File: config.mk
export PLATFORM = sky130hd
export DESIGN_NAME = scss_top
export DESIGN_NICKNAME = d
export VERILOG_FILES = /design/src/scss_pkg.sv /design/src/scss_top.sv /design/src/scss_src_mux.sv
export SDC_FILE = /design/constraint.sdc
export NUM_CORES = 1
export LEC_CHECK = 0
export BUFFER_PORTS_ARGS = -buffer_cell sky130_fd_sc_hd__buf_2
export CAP_MARGIN = 20
export CORE_MARGIN = 5
export CORE_UTILIZATION = 50
export DETAILED_ROUTE_END_ITERATION = 8
export PLACE_DENSITY = 0.84
export SYNTH_ARGS = -nofsm -noshare
export SYNTH_HDL_FRONTEND = slang
export SYNTH_SLANG_ARGS = --single-unit
File: constraint.sdc
create_clock -name core_clk -period 2.4 [get_ports core_clk]
set_clock_uncertainty 0.05 [all_clocks]
set_input_delay 0.6 -clock core_clk [delete_from_list [all_inputs] [get_ports core_clk]]
set_output_delay 0.6 -clock core_clk [all_outputs]
set_load 0.02 [all_outputs]
File: src/scss_pkg.sv
// constants, offsets and types of the system clock source selector
// assumes an axi4-lite master on the same core_clk, oscillator status as synchronous inputs
//
// Behaviour
// system clock comes from one of five oscillator sources.
// primary and fast rc may feed the pll; 96 mhz postscaled or 4x/6x/8x.
// fast rc oscillator is nominally 8 mhz.
// instruction clock is the processor clock divided by two, optionally on pin.
// power-on source comes from configuration bits; unprogrammed gives divided mode.
// initial oscillator code decodes 111 divided down to 000 fast rc.
// software switching only when switch/monitor config upper bit is zero.
// fail-safe monitor active only when both config bits are zero.
// divided mode input is chosen by a 3-bit field, fast rc at reset.
// oscillator control register writes are guarded by a write lock; the code locks only bits 10-8, 6 and 0, the other bits write without unlock.
// bits 14-12 read the oscillator currently in use.
// bits 10-8 hold the requested new oscillator.
// current and new fields load from the initial code at reset.
// with monitor enabled, freeze bit 7 locks clock selections.
// pin map freeze changes only after unlock; one-way keeps it set.
// pll lock bit 5 reads 1 when locked or start-up timer expired.
// pll lock bit forced to 0 during a switch or non-pll mode.
// clock fail flag set by monitor, software may only clear it.
// primary sleep enable bit 2 keeps primary running in sleep.
// secondary enable bit 1 turns the 32 khz oscillator on or off.
// writing 1 to bit 0 starts a switch; hardware clears it when done.
// switch waits for stable new source, then copies new into current.
// software writes the unlock key pair just before the control write.
package scss_pkg;
    localparam logic [2:0] SRC_FAST_RC       = 3'h0;
    localparam logic [2:0] SRC_FAST_RC_PLL   = 3'h1;
    localparam logic [2:0] SRC_PRIMARY       = 3'h2;
    localparam logic [2:0] SRC_PRIMARY_PLL   = 3'h3;
    localparam logic [2:0] SRC_SECONDARY     = 3'h4;
    localparam logic [2:0] SRC_LOW_POWER_RC  = 3'h5;
    localparam logic [2:0] SRC_DIGITAL_TUNED = 3'h6;
    localparam logic [2:0] SRC_DIVIDED       = 3'h7;

    localparam logic [11:0] ADDR_OSC_CONTROL = 12'h000;
    localparam logic [11:0] ADDR_UNLOCK      = 12'h004;
    localparam logic [11:0] ADDR_CLK_DIVIDER = 12'h008;

    localparam logic [15:0] UNLOCK_KEY_A = 16'h55aa;
    localparam logic [15:0] UNLOCK_KEY_B = 16'haa55;

    localparam int CUR_LSB    = 12;
    localparam int NEW_LSB    = 8;
    localparam int FREEZE_BIT = 7;
    localparam int PINMAP_BIT = 6;
    localparam int LOCK_BIT   = 5;
    localparam int FAIL_BIT   = 3;
    localparam int PSLEEP_BIT = 2;
    localparam int SEC_EN_BIT = 1;
    localparam int SWEN_BIT   = 0;
    localparam int DIVSRC_LSB = 8;

    localparam logic [2:0] DIVSRC_RESET = 3'h0;

    localparam int CLK_MHZ          = 100;
    localparam int UNLOCK_WINDOW_NS = 100;
    localparam int UNLOCK_WINDOW_CYC = (UNLOCK_WINDOW_NS * CLK_MHZ) / 1000;

    typedef enum logic [1:0] {
        SCSS_SW_IDLE   = 2'b00,
        SCSS_SW_WAIT   = 2'b01,
        SCSS_SW_CHANGE = 2'b10
    } scss_sw_e;

    typedef enum logic [1:0] {
        SCSS_KEY_NONE = 2'b00,
        SCSS_KEY_A    = 2'b01,
        SCSS_KEY_OPEN = 2'b10
    } scss_key_e;

    function automatic logic scss_uses_pll(input logic [2:0] code);
        return (code == SRC_FAST_RC_PLL) || (code == SRC_PRIMARY_PLL);
    endfunction

    function automatic logic [3:0] scss_axi_sel(input logic [11:0] addr);
        scss_axi_sel = 4'h0;
        if (addr == ADDR_OSC_CONTROL) scss_axi_sel = 4'h1;
        if (addr == ADDR_UNLOCK) scss_axi_sel = 4'h2;
        if (addr == ADDR_CLK_DIVIDER) scss_axi_sel = 4'h4;
    endfunction
endpackage

File: src/scss_top.sv
// system clock source selector: oscillator control register and switch sequencer
// assumes axi4-lite on core_clk; config bits stable from reset; oscillators report ready
//
// Implementation choices: the register offsets and the AXI4-Lite slave port.
`timescale 1ns/1ps
module scss_top (
    input  wire logic        core_clk,
    input  wire logic        rst_n,
    input  wire logic [11:0] s_axi_awaddr,
    input  wire logic        s_axi_awvalid,
    output logic             s_axi_awready,
    input  wire logic [31:0] s_axi_wdata,
    input  wire logic [3:0]  s_axi_wstrb,
    input  wire logic        s_axi_wvalid,
    output logic             s_axi_wready,
    output logic [1:0]       s_axi_bresp,
    output logic             s_axi_bvalid,
    input  wire logic        s_axi_bready,
    input  wire logic [11:0] s_axi_araddr,
    input  wire logic        s_axi_arvalid,
    output logic             s_axi_arready,
    output logic [31:0]      s_axi_rdata,
    output logic [1:0]       s_axi_rresp,
    output logic             s_axi_rvalid,
    input  wire logic        s_axi_rready,
    input  wire logic [2:0]  initial_osc_code,
    input  wire logic [1:0]  switch_monitor_config,
    input  wire logic        pin_map_one_way,
    input  wire logic        osc_out_pin_function,
    input  wire logic [4:0]  osc_ready,
    input  wire logic        pll_locked,
    input  wire logic        clock_fail_detect,
    input  wire logic        sleep_mode,
    output logic [4:0]       sys_src_sel,
    output logic             pll_enable,
    output logic             primary_osc_enable,
    output logic             secondary_osc_enable,
    output logic             instr_clk_en,
    output logic             osc_out_instr_clk,
    output logic             fail_safe_monitor,
    output logic             pin_map_freeze
);
    import scss_pkg::*;

    typedef struct packed {
        logic        loaded;
        logic [2:0]  cur;
        logic [2:0]  nxt;
        logic        freeze;
        logic        pinmap;
        logic        fail;
        logic        psleep;
        logic        sec_en;
        logic        swen;
        logic [2:0]  div_src;
        scss_sw_e    sw;
        scss_key_e   key;
        logic [3:0]  key_cnt;
        logic        aw_got;
        logic [11:0] aw_addr;
        logic        w_got;
        logic [15:0] w_data;
        logic [1:0]  w_strb;
        logic        bvalid;
        logic [1:0]  bresp;
        logic        rvalid;
        logic [31:0] rdata;
        logic [1:0]  rresp;
        logic        instr_div;
        logic        instr_en;
        logic [4:0]  sel;
    } scss_state_s;

    scss_state_s st;
    scss_state_s next_st;

    logic [4:0] new_onehot;
    logic       new_ready;
    logic [4:0] cur_onehot;
    logic       switch_allowed;
    logic       monitor_on;
    logic       lock_bit;
    logic [15:0] osc_word;
    logic [15:0] div_word;

    scss_src_mux u_new_mux (
        .code       (st.nxt),
        .div_src    (st.div_src),
        .osc_ready  (osc_ready),
        .src_onehot (new_onehot),
        .src_ready  (new_ready)
    );

    scss_src_mux u_cur_mux (
        .code       (st.cur),
        .div_src    (st.div_src),
        .osc_ready  (osc_ready),
        .src_onehot (cur_onehot),
        .src_ready  ()
    );

    assign switch_allowed = ~switch_monitor_config[1];
    assign monitor_on     = (switch_monitor_config == 2'b00);
    // lock reads 0 mid-switch or in a mode without the pll
    assign lock_bit = pll_locked & scss_uses_pll(st.cur) & (st.sw == SCSS_SW_IDLE); // see R16

    always_comb begin
        osc_word = 16'h0000;
        osc_word[CUR_LSB +: 3] = st.cur;
        osc_word[NEW_LSB +: 3] = st.nxt;
        osc_word[FREEZE_BIT]   = st.freeze;
        osc_word[PINMAP_BIT]   = st.pinmap;
        osc_word[LOCK_BIT]     = lock_bit;
        osc_word[FAIL_BIT]     = st.fail;
        osc_word[PSLEEP_BIT]   = st.psleep;
        osc_word[SEC_EN_BIT]   = st.sec_en;
        osc_word[SWEN_BIT]     = st.swen;
        div_word = 16'h0000;
        div_word[DIVSRC_LSB +: 3] = st.div_src;
    end

    always_comb begin
        logic        do_write;
        logic [3:0]  wsel;
        logic [3:0]  rsel;
        logic        open;
        logic        sel_frozen;
        logic [15:0] wd;
        wd = 16'h0000;
        do_write = 1'b0;
        wsel = 4'h0;
        rsel = 4'h0;
        open = 1'b0;
        sel_frozen = 1'b0;
        next_st = st;
        open = (st.key == SCSS_KEY_OPEN);
        sel_frozen = monitor_on & st.freeze;

        // the initial oscillator code strap is caught on the first clock after reset release; the other straps are used live
        if (!st.loaded) begin
            next_st.loaded = 1'b1;
            next_st.cur    = initial_osc_code; // see R5
            next_st.nxt    = initial_osc_code;
        end

        // unlock window closes after a few cycles or any other write
        if (st.key != SCSS_KEY_NONE) begin
            if (st.key_cnt == 4'h0) begin
                next_st.key = SCSS_KEY_NONE;
            end else begin
                next_st.key_cnt = st.key_cnt - 4'h1;
            end
        end

        if (s_axi_awvalid && s_axi_awready) begin
            next_st.aw_got  = 1'b1;
            next_st.aw_addr = s_axi_awaddr;
        end
        if (s_axi_wvalid && s_axi_wready) begin
            next_st.w_got  = 1'b1;
            next_st.w_data = s_axi_wdata[15:0];
            next_st.w_strb = s_axi_wstrb[1:0];
        end
        if (st.bvalid && s_axi_bready) begin
            next_st.bvalid = 1'b0;
        end

        do_write = st.aw_got && st.w_got && !st.bvalid;
        wsel = scss_axi_sel(st.aw_addr);
        if (do_write) begin
            next_st.aw_got = 1'b0;
            next_st.w_got  = 1'b0;
            next_st.bvalid = 1'b1;
            next_st.bresp  = (wsel == 4'h0) ? 2'b10 : 2'b00;
            wd = st.w_data;
            if (wsel != 4'h2 && st.key == SCSS_KEY_OPEN) begin
                next_st.key = SCSS_KEY_NONE;
            end
            if (wsel == 4'h2) begin
                if (wd == UNLOCK_KEY_A && st.w_strb == 2'b11) begin
                    next_st.key     = SCSS_KEY_A;
                    next_st.key_cnt = 4'(UNLOCK_WINDOW_CYC);
                end else if (wd == UNLOCK_KEY_B && st.key == SCSS_KEY_A && st.w_strb == 2'b11) begin
                    next_st.key     = SCSS_KEY_OPEN;
                    next_st.key_cnt = 4'(UNLOCK_WINDOW_CYC);
                end else begin
                    next_st.key = SCSS_KEY_NONE;
                end
            end else if (wsel == 4'h1) begin
                if (st.w_strb[0]) begin
                    next_st.psleep = wd[PSLEEP_BIT];
                    next_st.sec_en = wd[SEC_EN_BIT];
                    if (!wd[FAIL_BIT]) begin
                        next_st.fail = 1'b0;
                    end
                    if (monitor_on && wd[FREEZE_BIT]) begin
                        next_st.freeze = 1'b1;
                    end
                    if (open) begin
                        if (wd[PINMAP_BIT] || !(pin_map_one_way && st.pinmap)) begin
                            next_st.pinmap = wd[PINMAP_BIT];
                        end
                    end
                    // switch start needs unlock, permission and unfrozen selection
                    if (open && wd[SWEN_BIT] && switch_allowed && !sel_frozen &&
                        st.sw == SCSS_SW_IDLE) begin // see R10
                        next_st.swen = 1'b1;
                        next_st.sw   = SCSS_SW_WAIT;
                    end
                end
                if (st.w_strb[1] && open && !sel_frozen && st.sw == SCSS_SW_IDLE) begin
                    next_st.nxt = wd[NEW_LSB +: 3]; // see R10
                end
            end else if (wsel == 4'h4) begin
                if (st.w_strb[1]) begin
                    next_st.div_src = wd[DIVSRC_LSB +: 3];
                end
            end
        end

        // set wins over the software clear
        if (monitor_on && clock_fail_detect) begin
            next_st.fail = 1'b1;
        end

        case (st.sw)
            SCSS_SW_IDLE: begin
                next_st.sw = next_st.sw;
            end
            SCSS_SW_WAIT: begin
                if (new_ready) begin
                    next_st.sw = SCSS_SW_CHANGE;
                end
            end
            SCSS_SW_CHANGE: begin
                next_st.cur  = st.nxt;
                next_st.swen = 1'b0;
                next_st.sw   = SCSS_SW_IDLE;
            end
            default: begin
                next_st.sw = SCSS_SW_IDLE;
            end
        endcase

        // source select is zero while the sequencer waits, otherwise the one-hot of the current source, registered one cycle late
        next_st.sel = (st.sw == SCSS_SW_WAIT) ? 5'h00 : cur_onehot;

        next_st.instr_div = ~st.instr_div;
        next_st.instr_en  = st.instr_div;

        if (st.rvalid && s_axi_rready) begin
            next_st.rvalid = 1'b0;
        end
        if (s_axi_arvalid && s_axi_arready) begin
            rsel = scss_axi_sel(s_axi_araddr);
            next_st.rvalid = 1'b1;
            next_st.rresp  = (rsel == 4'h0) ? 2'b10 : 2'b00;
            case (rsel)
                4'h1:    next_st.rdata = {16'h0000, osc_word};
                4'h4:    next_st.rdata = {16'h0000, div_word};
                default: next_st.rdata = 32'h0000_0000;
            endcase
        end else begin
            rsel = 4'h0;
        end
    end

    always_ff @(posedge core_clk or negedge rst_n) begin
        if (!rst_n) begin
            st         <= '0;
            st.div_src <= DIVSRC_RESET;
            st.sw      <= SCSS_SW_IDLE;
            st.key     <= SCSS_KEY_NONE;
        end else begin
            st <= next_st;
        end
    end

    assign s_axi_awready = ~st.aw_got & ~st.bvalid;
    assign s_axi_wready  = ~st.w_got & ~st.bvalid;
    assign s_axi_bvalid  = st.bvalid;
    assign s_axi_bresp   = st.bresp;
    assign s_axi_arready = ~st.rvalid;
    assign s_axi_rvalid  = st.rvalid;
    assign s_axi_rdata   = st.rdata;
    assign s_axi_rresp   = st.rresp;

    assign sys_src_sel          = st.sel;
    // pll runs for either pll mode; fast rc nominal 8 mhz feeds it in that mode
    assign pll_enable           = scss_uses_pll(st.cur) | scss_uses_pll(st.nxt) & (st.sw != SCSS_SW_IDLE); // see R2
    assign primary_osc_enable   = ~sleep_mode | st.psleep;
    assign secondary_osc_enable = st.sec_en;
    assign instr_clk_en         = st.instr_en;
    assign osc_out_instr_clk    = osc_out_pin_function & st.instr_en &
                                  (st.cur == SRC_PRIMARY || st.cur == SRC_PRIMARY_PLL);
    assign fail_safe_monitor    = monitor_on;
    assign pin_map_freeze       = st.pinmap;
endmodule

File: src/scss_src_mux.sv
// one-hot source decode and ready lookup for a source code
// assumes the ready inputs are already synchronous to core_clk
`timescale 1ns/1ps
module scss_src_mux (
    input  wire logic [2:0] code,
    input  wire logic [2:0] div_src,
    input  wire logic [4:0] osc_ready,
    output logic      [4:0] src_onehot,
    output logic            src_ready
);
    import scss_pkg::*;
    logic [2:0] eff;

    always_comb begin
        eff = (code == SRC_DIVIDED) ? div_src : code;
        src_onehot = 5'h00;
        case (eff) // see R1
            SRC_FAST_RC, SRC_FAST_RC_PLL: src_onehot = 5'h01;
            SRC_PRIMARY, SRC_PRIMARY_PLL: src_onehot = 5'h02;
            SRC_SECONDARY:                src_onehot = 5'h04;
            SRC_LOW_POWER_RC:             src_onehot = 5'h08;
            SRC_DIGITAL_TUNED:            src_onehot = 5'h10;
            default:                      src_onehot = 5'h01;
        endcase
        src_ready = |(src_onehot & osc_ready);
    end
endmodule

Word-level counts from Yosys, hierarchy flattened

Cells that the tools add are included.

Add/sub/neg operators: 1
Equality and inequality tests: 38
Muxes and demuxes: 52
Bitwise operators: 20
Reductions and logical operators: 57

Operators with widths:

| operator                                                           | number |
|---|---|
| 5-bit case mux with 4 select lines                                 | 2 |
| 35-bit 2-to-1 mux                                                  | 1 |
| 6-bit 2-to-1 mux                                                   | 5 |
| 15-bit case mux with 2 select lines                                | 1 |
| 4-bit 2-to-1 mux                                                   | 7 |
| 2-bit nonzero test                                                 | 13 |
| 12-bit by 3-bit == test with 1-bit output (second input constant)  | 2 |
| 12-bit by 4-bit == test with 1-bit output (second input constant)  | 2 |
| 3-bit == test (second input constant)                              | 8 |
| 12-bit zero test                                                   | 2 |
| 3-bit 2-to-1 mux                                                   | 8 |
| 3-bit by 2-bit == test with 1-bit output (second input constant)   | 7 |
| 1-bit logical AND                                                  | 21 |
| 21-bit 2-to-1 mux                                                  | 1 |
| 5-bit AND reduction                                                | 4 |
| 19-bit 2-to-1 mux                                                  | 1 |
| 2-bit 2-to-1 mux                                                   | 9 |
| 16-bit by 15-bit == test with 1-bit output (second input constant) | 1 |
| 16-bit == test (second input constant)                             | 1 |
| 14-bit 2-to-1 mux                                                  | 1 |
| 13-bit 2-to-1 mux                                                  | 1 |
| 4-bit zero test                                                    | 3 |
| 1-bit 2-to-1 mux                                                   | 12 |
| 9-bit 2-to-1 mux                                                   | 1 |
| other kinds (22)                                                   | 54 |

Flip-flop bits (word level): 101
Input port bits: 82
Output and inout port bits: 53

Depth between registers and ports, before layout

Depth after elaboration: 12
Mapped depth: 6
Gate-level depth less buffers: 6

Cells and area by module

From an unflattened synthesis, not the netlist that was laid out.

Cells, all modules: 350
Area, all modules: 3975.1 µm²

By module, submodules not included:

| module       | instances | cells an instance | area an instance (µm²) |
|---|---|---|---|
| scss_top     | 1         | 306               | 3662.3 |
| scss_src_mux | 2         | 22                | 156.4 |

Worst setup path before layout

OpenSTA, ideal clock, no wires.

Kind: flip-flop to flip-flop
Start: reg st, in the netlist s_axi_bvalid
End: reg st[45] (netlist name)
Arrival: 1.729 ns
Setup slack: 0.496 ns
Cell stages (with the launch flop): 6
Clock period less this slack: 1.904 ns
Path through: dfrtp_1 nor2_1 and2_1 buf_2 buf_2 mux2_2

Cells in the longest elaborated chain, start to end: 3

RTL lines:

| element                | RTL line        | source |
|---|---|---|
| from (decl)            | scss_top.sv:74  | `scss_state_s st;` |
| from (signal assigned) | scss_top.sv:275 | `st <= next_st;` |
| 1-bit NOT              | scss_top.sv:280 | `assign s_axi_wready = ~st.w_got & ~st.bvalid;` |
| 1-bit AND              | scss_top.sv:280 |  |
| named net s_axi_wready | scss_top.sv:15  | `output logic s_axi_wready,` |
| 1-bit logical AND      | scss_top.sv:159 | `if (s_axi_wvalid && s_axi_wready) begin` |

The timed path passes the listed nets, and every way through them passes these cells.
A chain may end at the register's enable or synchronous reset.

Worst setup path after layout

Start: reg st, in the netlist osc_word[10]
End: out pll_enable

Cells in the longest elaborated chain, start to end: 4
Elaborated cells between the ends (all ways): 5
Classes of those cells: eq/ne (2); bitwise (2); reduce/logical (1)

RTL lines:

| element                                                                                              | RTL line        | source |
|---|---|---|
| 3-bit by 1-bit == test with 1-bit output or 3-bit by 2-bit == test with 1-bit output (tied branches) | scss_pkg.sv:75  | `return (code == SRC_FAST_RC_PLL) \|\| (code == SRC_PRIMARY_PLL);` |
| 1-bit logical OR (*)                                                                                 | scss_pkg.sv:75  |  |
| 1-bit AND (*)                                                                                        | scss_top.sv:290 | `assign pll_enable = scss_uses_pll(st.cur) \| scss_uses_pll(st.nxt) & (st.sw != SCSS_SW_IDLE);` |
| 1-bit OR (*)                                                                                         | scss_top.sv:290 |  |
| to (decl)                                                                                            | scss_top.sv:35  | `output logic pll_enable,` |

Every way passes the cells marked *; elsewhere a longest branch is shown, timed or not.

==> out/qor.yml <==
global_routing:
  grt_use_total: 0.165
  antenna_found_initial: 0
  grt_pass1_vias: 2714
  grt_max_degree: 78
  grt_pass1_wl_um: 13100
  grt_overflow: 0
floorplanning:
  rows: 32
  die_area_um2: 9780
  start_util: 0.511
  io_pins: 135
  fp.dieH_um: 98.9
  core-area_um2: 7730
  die_w_um: 98.9
clocking:
  cts_setup_buffers: 0
  cts.sinks: 80
  clkLatencyLatePin_ps: 340
  htree_levels: 3
  clockRootBuffer: "clkbuf_8"
  cts.clk_slew.worst_paths_ps: 80
  numCtsBuffers: 9
  cts_max_path_buffers: 2
  cts_tree: "yes"
final_layout:
  design_area_um2: 4560
  nets: 507
  drive_gt1_frac: 0.382
  nFillCells: 674
  antenna_cells: 0
  area_growth_pct: 15.5
worst_hold_path:
  hold_class: "flip-flop to flip-flop"
  hp-start: "next_st[5]"
worst_setup_path:
  startpoint_type: "flip-flop"
  critPathMaxStageDelay_ps: 500
  crit_type: "flip-flop to output pin"
  startpoint: "osc_word[10]"
  r2r_setup_slack_ps: 420
  cp_data_required_time_ps: 1750
  r2r_start: "st[73]"
  path_max_fanout: 11
  critical_path.slowest_cell: "dfrtp_1"
  crit_arrival_ps: 1470
  end_kind: "output pin"
  path_cells: "nand2b_1, o21ai_0, buf_2"
power_and_ir_drop:
  switching_share: 0.292
  p_clk_frac: 0.290
  p_sw_w: 0.00119
  vdd_drop_max_mv: 0.660
  p_comb_frac: 0.221
  sequentialPowerShare: 0.489
  total_leakage_power_nw: 2.23
  internal_power_w: 0.00289
  p_per_area_nw_per_um2: 897
synth:
  netlist_area_um2: 3950
  synth-async-reset-ratio: 1.00
  synth-main-ff-cell: "dfrtp_1"
  yosysSeqAreaShare: 0.507
  ys_types: 57
  synth_edf_count: 0
  netlist_instances: 347
  synth_warnings: 0
  synth-seq-cells: 80
  avgSynthCellArea_um2: 11.4
timing:
  relSlewSlack: 0.649
  worstMarginPinSlew_ps: 522
  drv_slew: 0
  hold_violations: 0
  fin_crit_sh: 0.882
  max_freq_mhz: 472
  post-route-min-period_ps: 2120
  setup-tns-final_ps: 0
  finalSetupViolCount: 0
  grt_setup_unrepaired: "no"
placement:
  placed_area_um2: 4310
  dp_hpwl_um: 6010
  gp_congestion: 0.814
  port_buffers: 95
drt:
  post_drt_wl_per_cell_um: 15.1
  wl_um: 7970
  vias_per_cell: 5.31
  drtIter0Drc: 127
  remaining_drc_errors: 0
  antenna_left: 0
  num_vias: 2811
  firstDrtPassIters: 4
outcome:
  status: "finished clean"
flow_run:
  maxCapViolations: 0
cell usage in the layout (no fill, tap or decap), drive strengths merged, types with 7 or more instances in the layout:
master | Yosys | routed
nand2 | 19 | 19
dfrtp | 80 | 80
nand3 | 11 | 11
a21oi | 14 | 14
o21ai | 15 | 15
inv | 7 | 7
buf | 47 | 99
nand3b | 7 | 7
mux2 | 40 | 40
nor2 | 17 | 17
a22o | 10 | 10
clkbuf | 7 | 11
conb | 2 | 22
per-layer routing:
layer,wire length [µm],global-route usage,vias to the layer above
met2,3830,0.270,118
met1,3290,0.206,1347
met5,0,0,-
met4,138,0.0672,0
li1,-,-,1332
met3,709,0.0481,14
worst paths after layout:
path | end | depth (start not counted)
setup / recovery | pll_enable | 3
hold / removal | instr_clk_en | 0
setup reg to reg | osc_word[2] | 4
hold reg to reg | instr_clk_en | 0
max in group asynchronous | div_word[8] | 3
min in group asynchronous | st[75] | 2
synth_stat cells (2+ instances only):
cell | n | area [µm²]
nor4_1 | 3 | 18.8
nor2b_1 | 4 | 25.0
nor4_4 | 2 | 42.5
mux2_2 | 40 | 450
inv_1 | 7 | 26.3
and2_1 | 2 | 12.5
and4b_1 | 3 | 30.0
and4_1 | 2 | 17.5
nor4bb_1 | 4 | 40.0
dfrtp_1 | 80 | 2000
nand2b_1 | 6 | 37.5
a21oi_1 | 14 | 70.1
and3_1 | 2 | 12.5
nand3b_1 | 7 | 52.6
nand3_1 | 11 | 55.1
mux2i_1 | 6 | 60.1
nand2_1 | 19 | 71.3
o21ai_0 | 14 | 70.1
nor3_1 | 6 | 30.0
conb_1 | 2 | 7.51
nor2_1 | 16 | 60.1
buf_2 | 5 | 25.0
nand4_1 | 4 | 25.0
a22o_1 | 10 | 87.6
clkbuf_1 | 6 | 22.5
buf_4 | 41 | 308
worst max-delay path, delay by kind of cell, from the launching register on:
family	cells	cell delay, ps
compound gates	1	230
flops	1	500
simple gates	1	190
buf+inv	1	220
cell families after synthesis:
family	after synthesis	share of synthesized area
other	2	0.00190
AO/OA/AOI/OAI	54	0.0928
buffers and inverters	61	0.0989
flip-flops	80	0.507
AND/OR/NAND/NOR	102	0.165
adder cells (fa/ha/maj)	1	0.00317
XOR/XNOR	1	0.00222
multiplexers	46	0.129
flip-flops by register name, indices dropped and copies added (netlist names):
| register | flops |
|---|---|
| s_axi_rresp | 1 |
| sys_src_sel | 5 |
| div_word | 3 |
| s_axi_rdata | 13 |
| secondary_osc_enable | 1 |
| pin_map_freeze | 1 |
| next_st | 1 |
| s_axi_rvalid | 1 |
| osc_word | 10 |
| s_axi_bvalid | 1 |
| s_axi_bresp | 1 |
| st | 41 |
| instr_clk_en | 1 |
through the flow:
step / setup WS, ps / hold WS [ps] / instances / power (W) / util
after floorplan: 496 / 254 / 367 / 0.00267 / -
after global placement: 413 / 311 / 514 / 0.00288 / 0.557
after detailed placement: 383 / 318 / 514 / 0.00293 / 0.557
after CTS: 246 / 336 / 529 / 0.00413 / 0.590
after global routing: 190 / 356 / 529 / 0.00432 / 0.590
final: 283 / 340 / 529 / 0.00409 / 0.590
power groups by stage:
stage	Combinational (W)	Clock (W)	Sequential, W
after global placement	0.000880	0	0.00200
after CTS	0.000917	0.00122	0.00200
after floorplan	0.000753	0	0.00192
after detailed placement	0.000910	0	0.00203
final	0.000904	0.00118	0.00200
after global routing	0.000989	0.00129	0.00205
final cells by class:
class	instances	area, µm²	area share
tap	102	128	0.0280
inverter	7	26.3	0.00576
sequential	80	2000	0.439
timing repair buffer	100	531	0.116
clock buffer	11	151	0.0332
clock inverter	3	90.1	0.0198
multi-input combinational	226	1630	0.358
repair_timing:
| item | in CTS | in global routing |
|---|---|---|
| resized for setup | 0 | 0 |
| endpoints found under the setup margin | 0 | 0 |
| hold buffers | 1 | 0 |
| hold endpoints to repair | 3 | 0 |
Note: power is estimated with default switching activity, not from simulation.
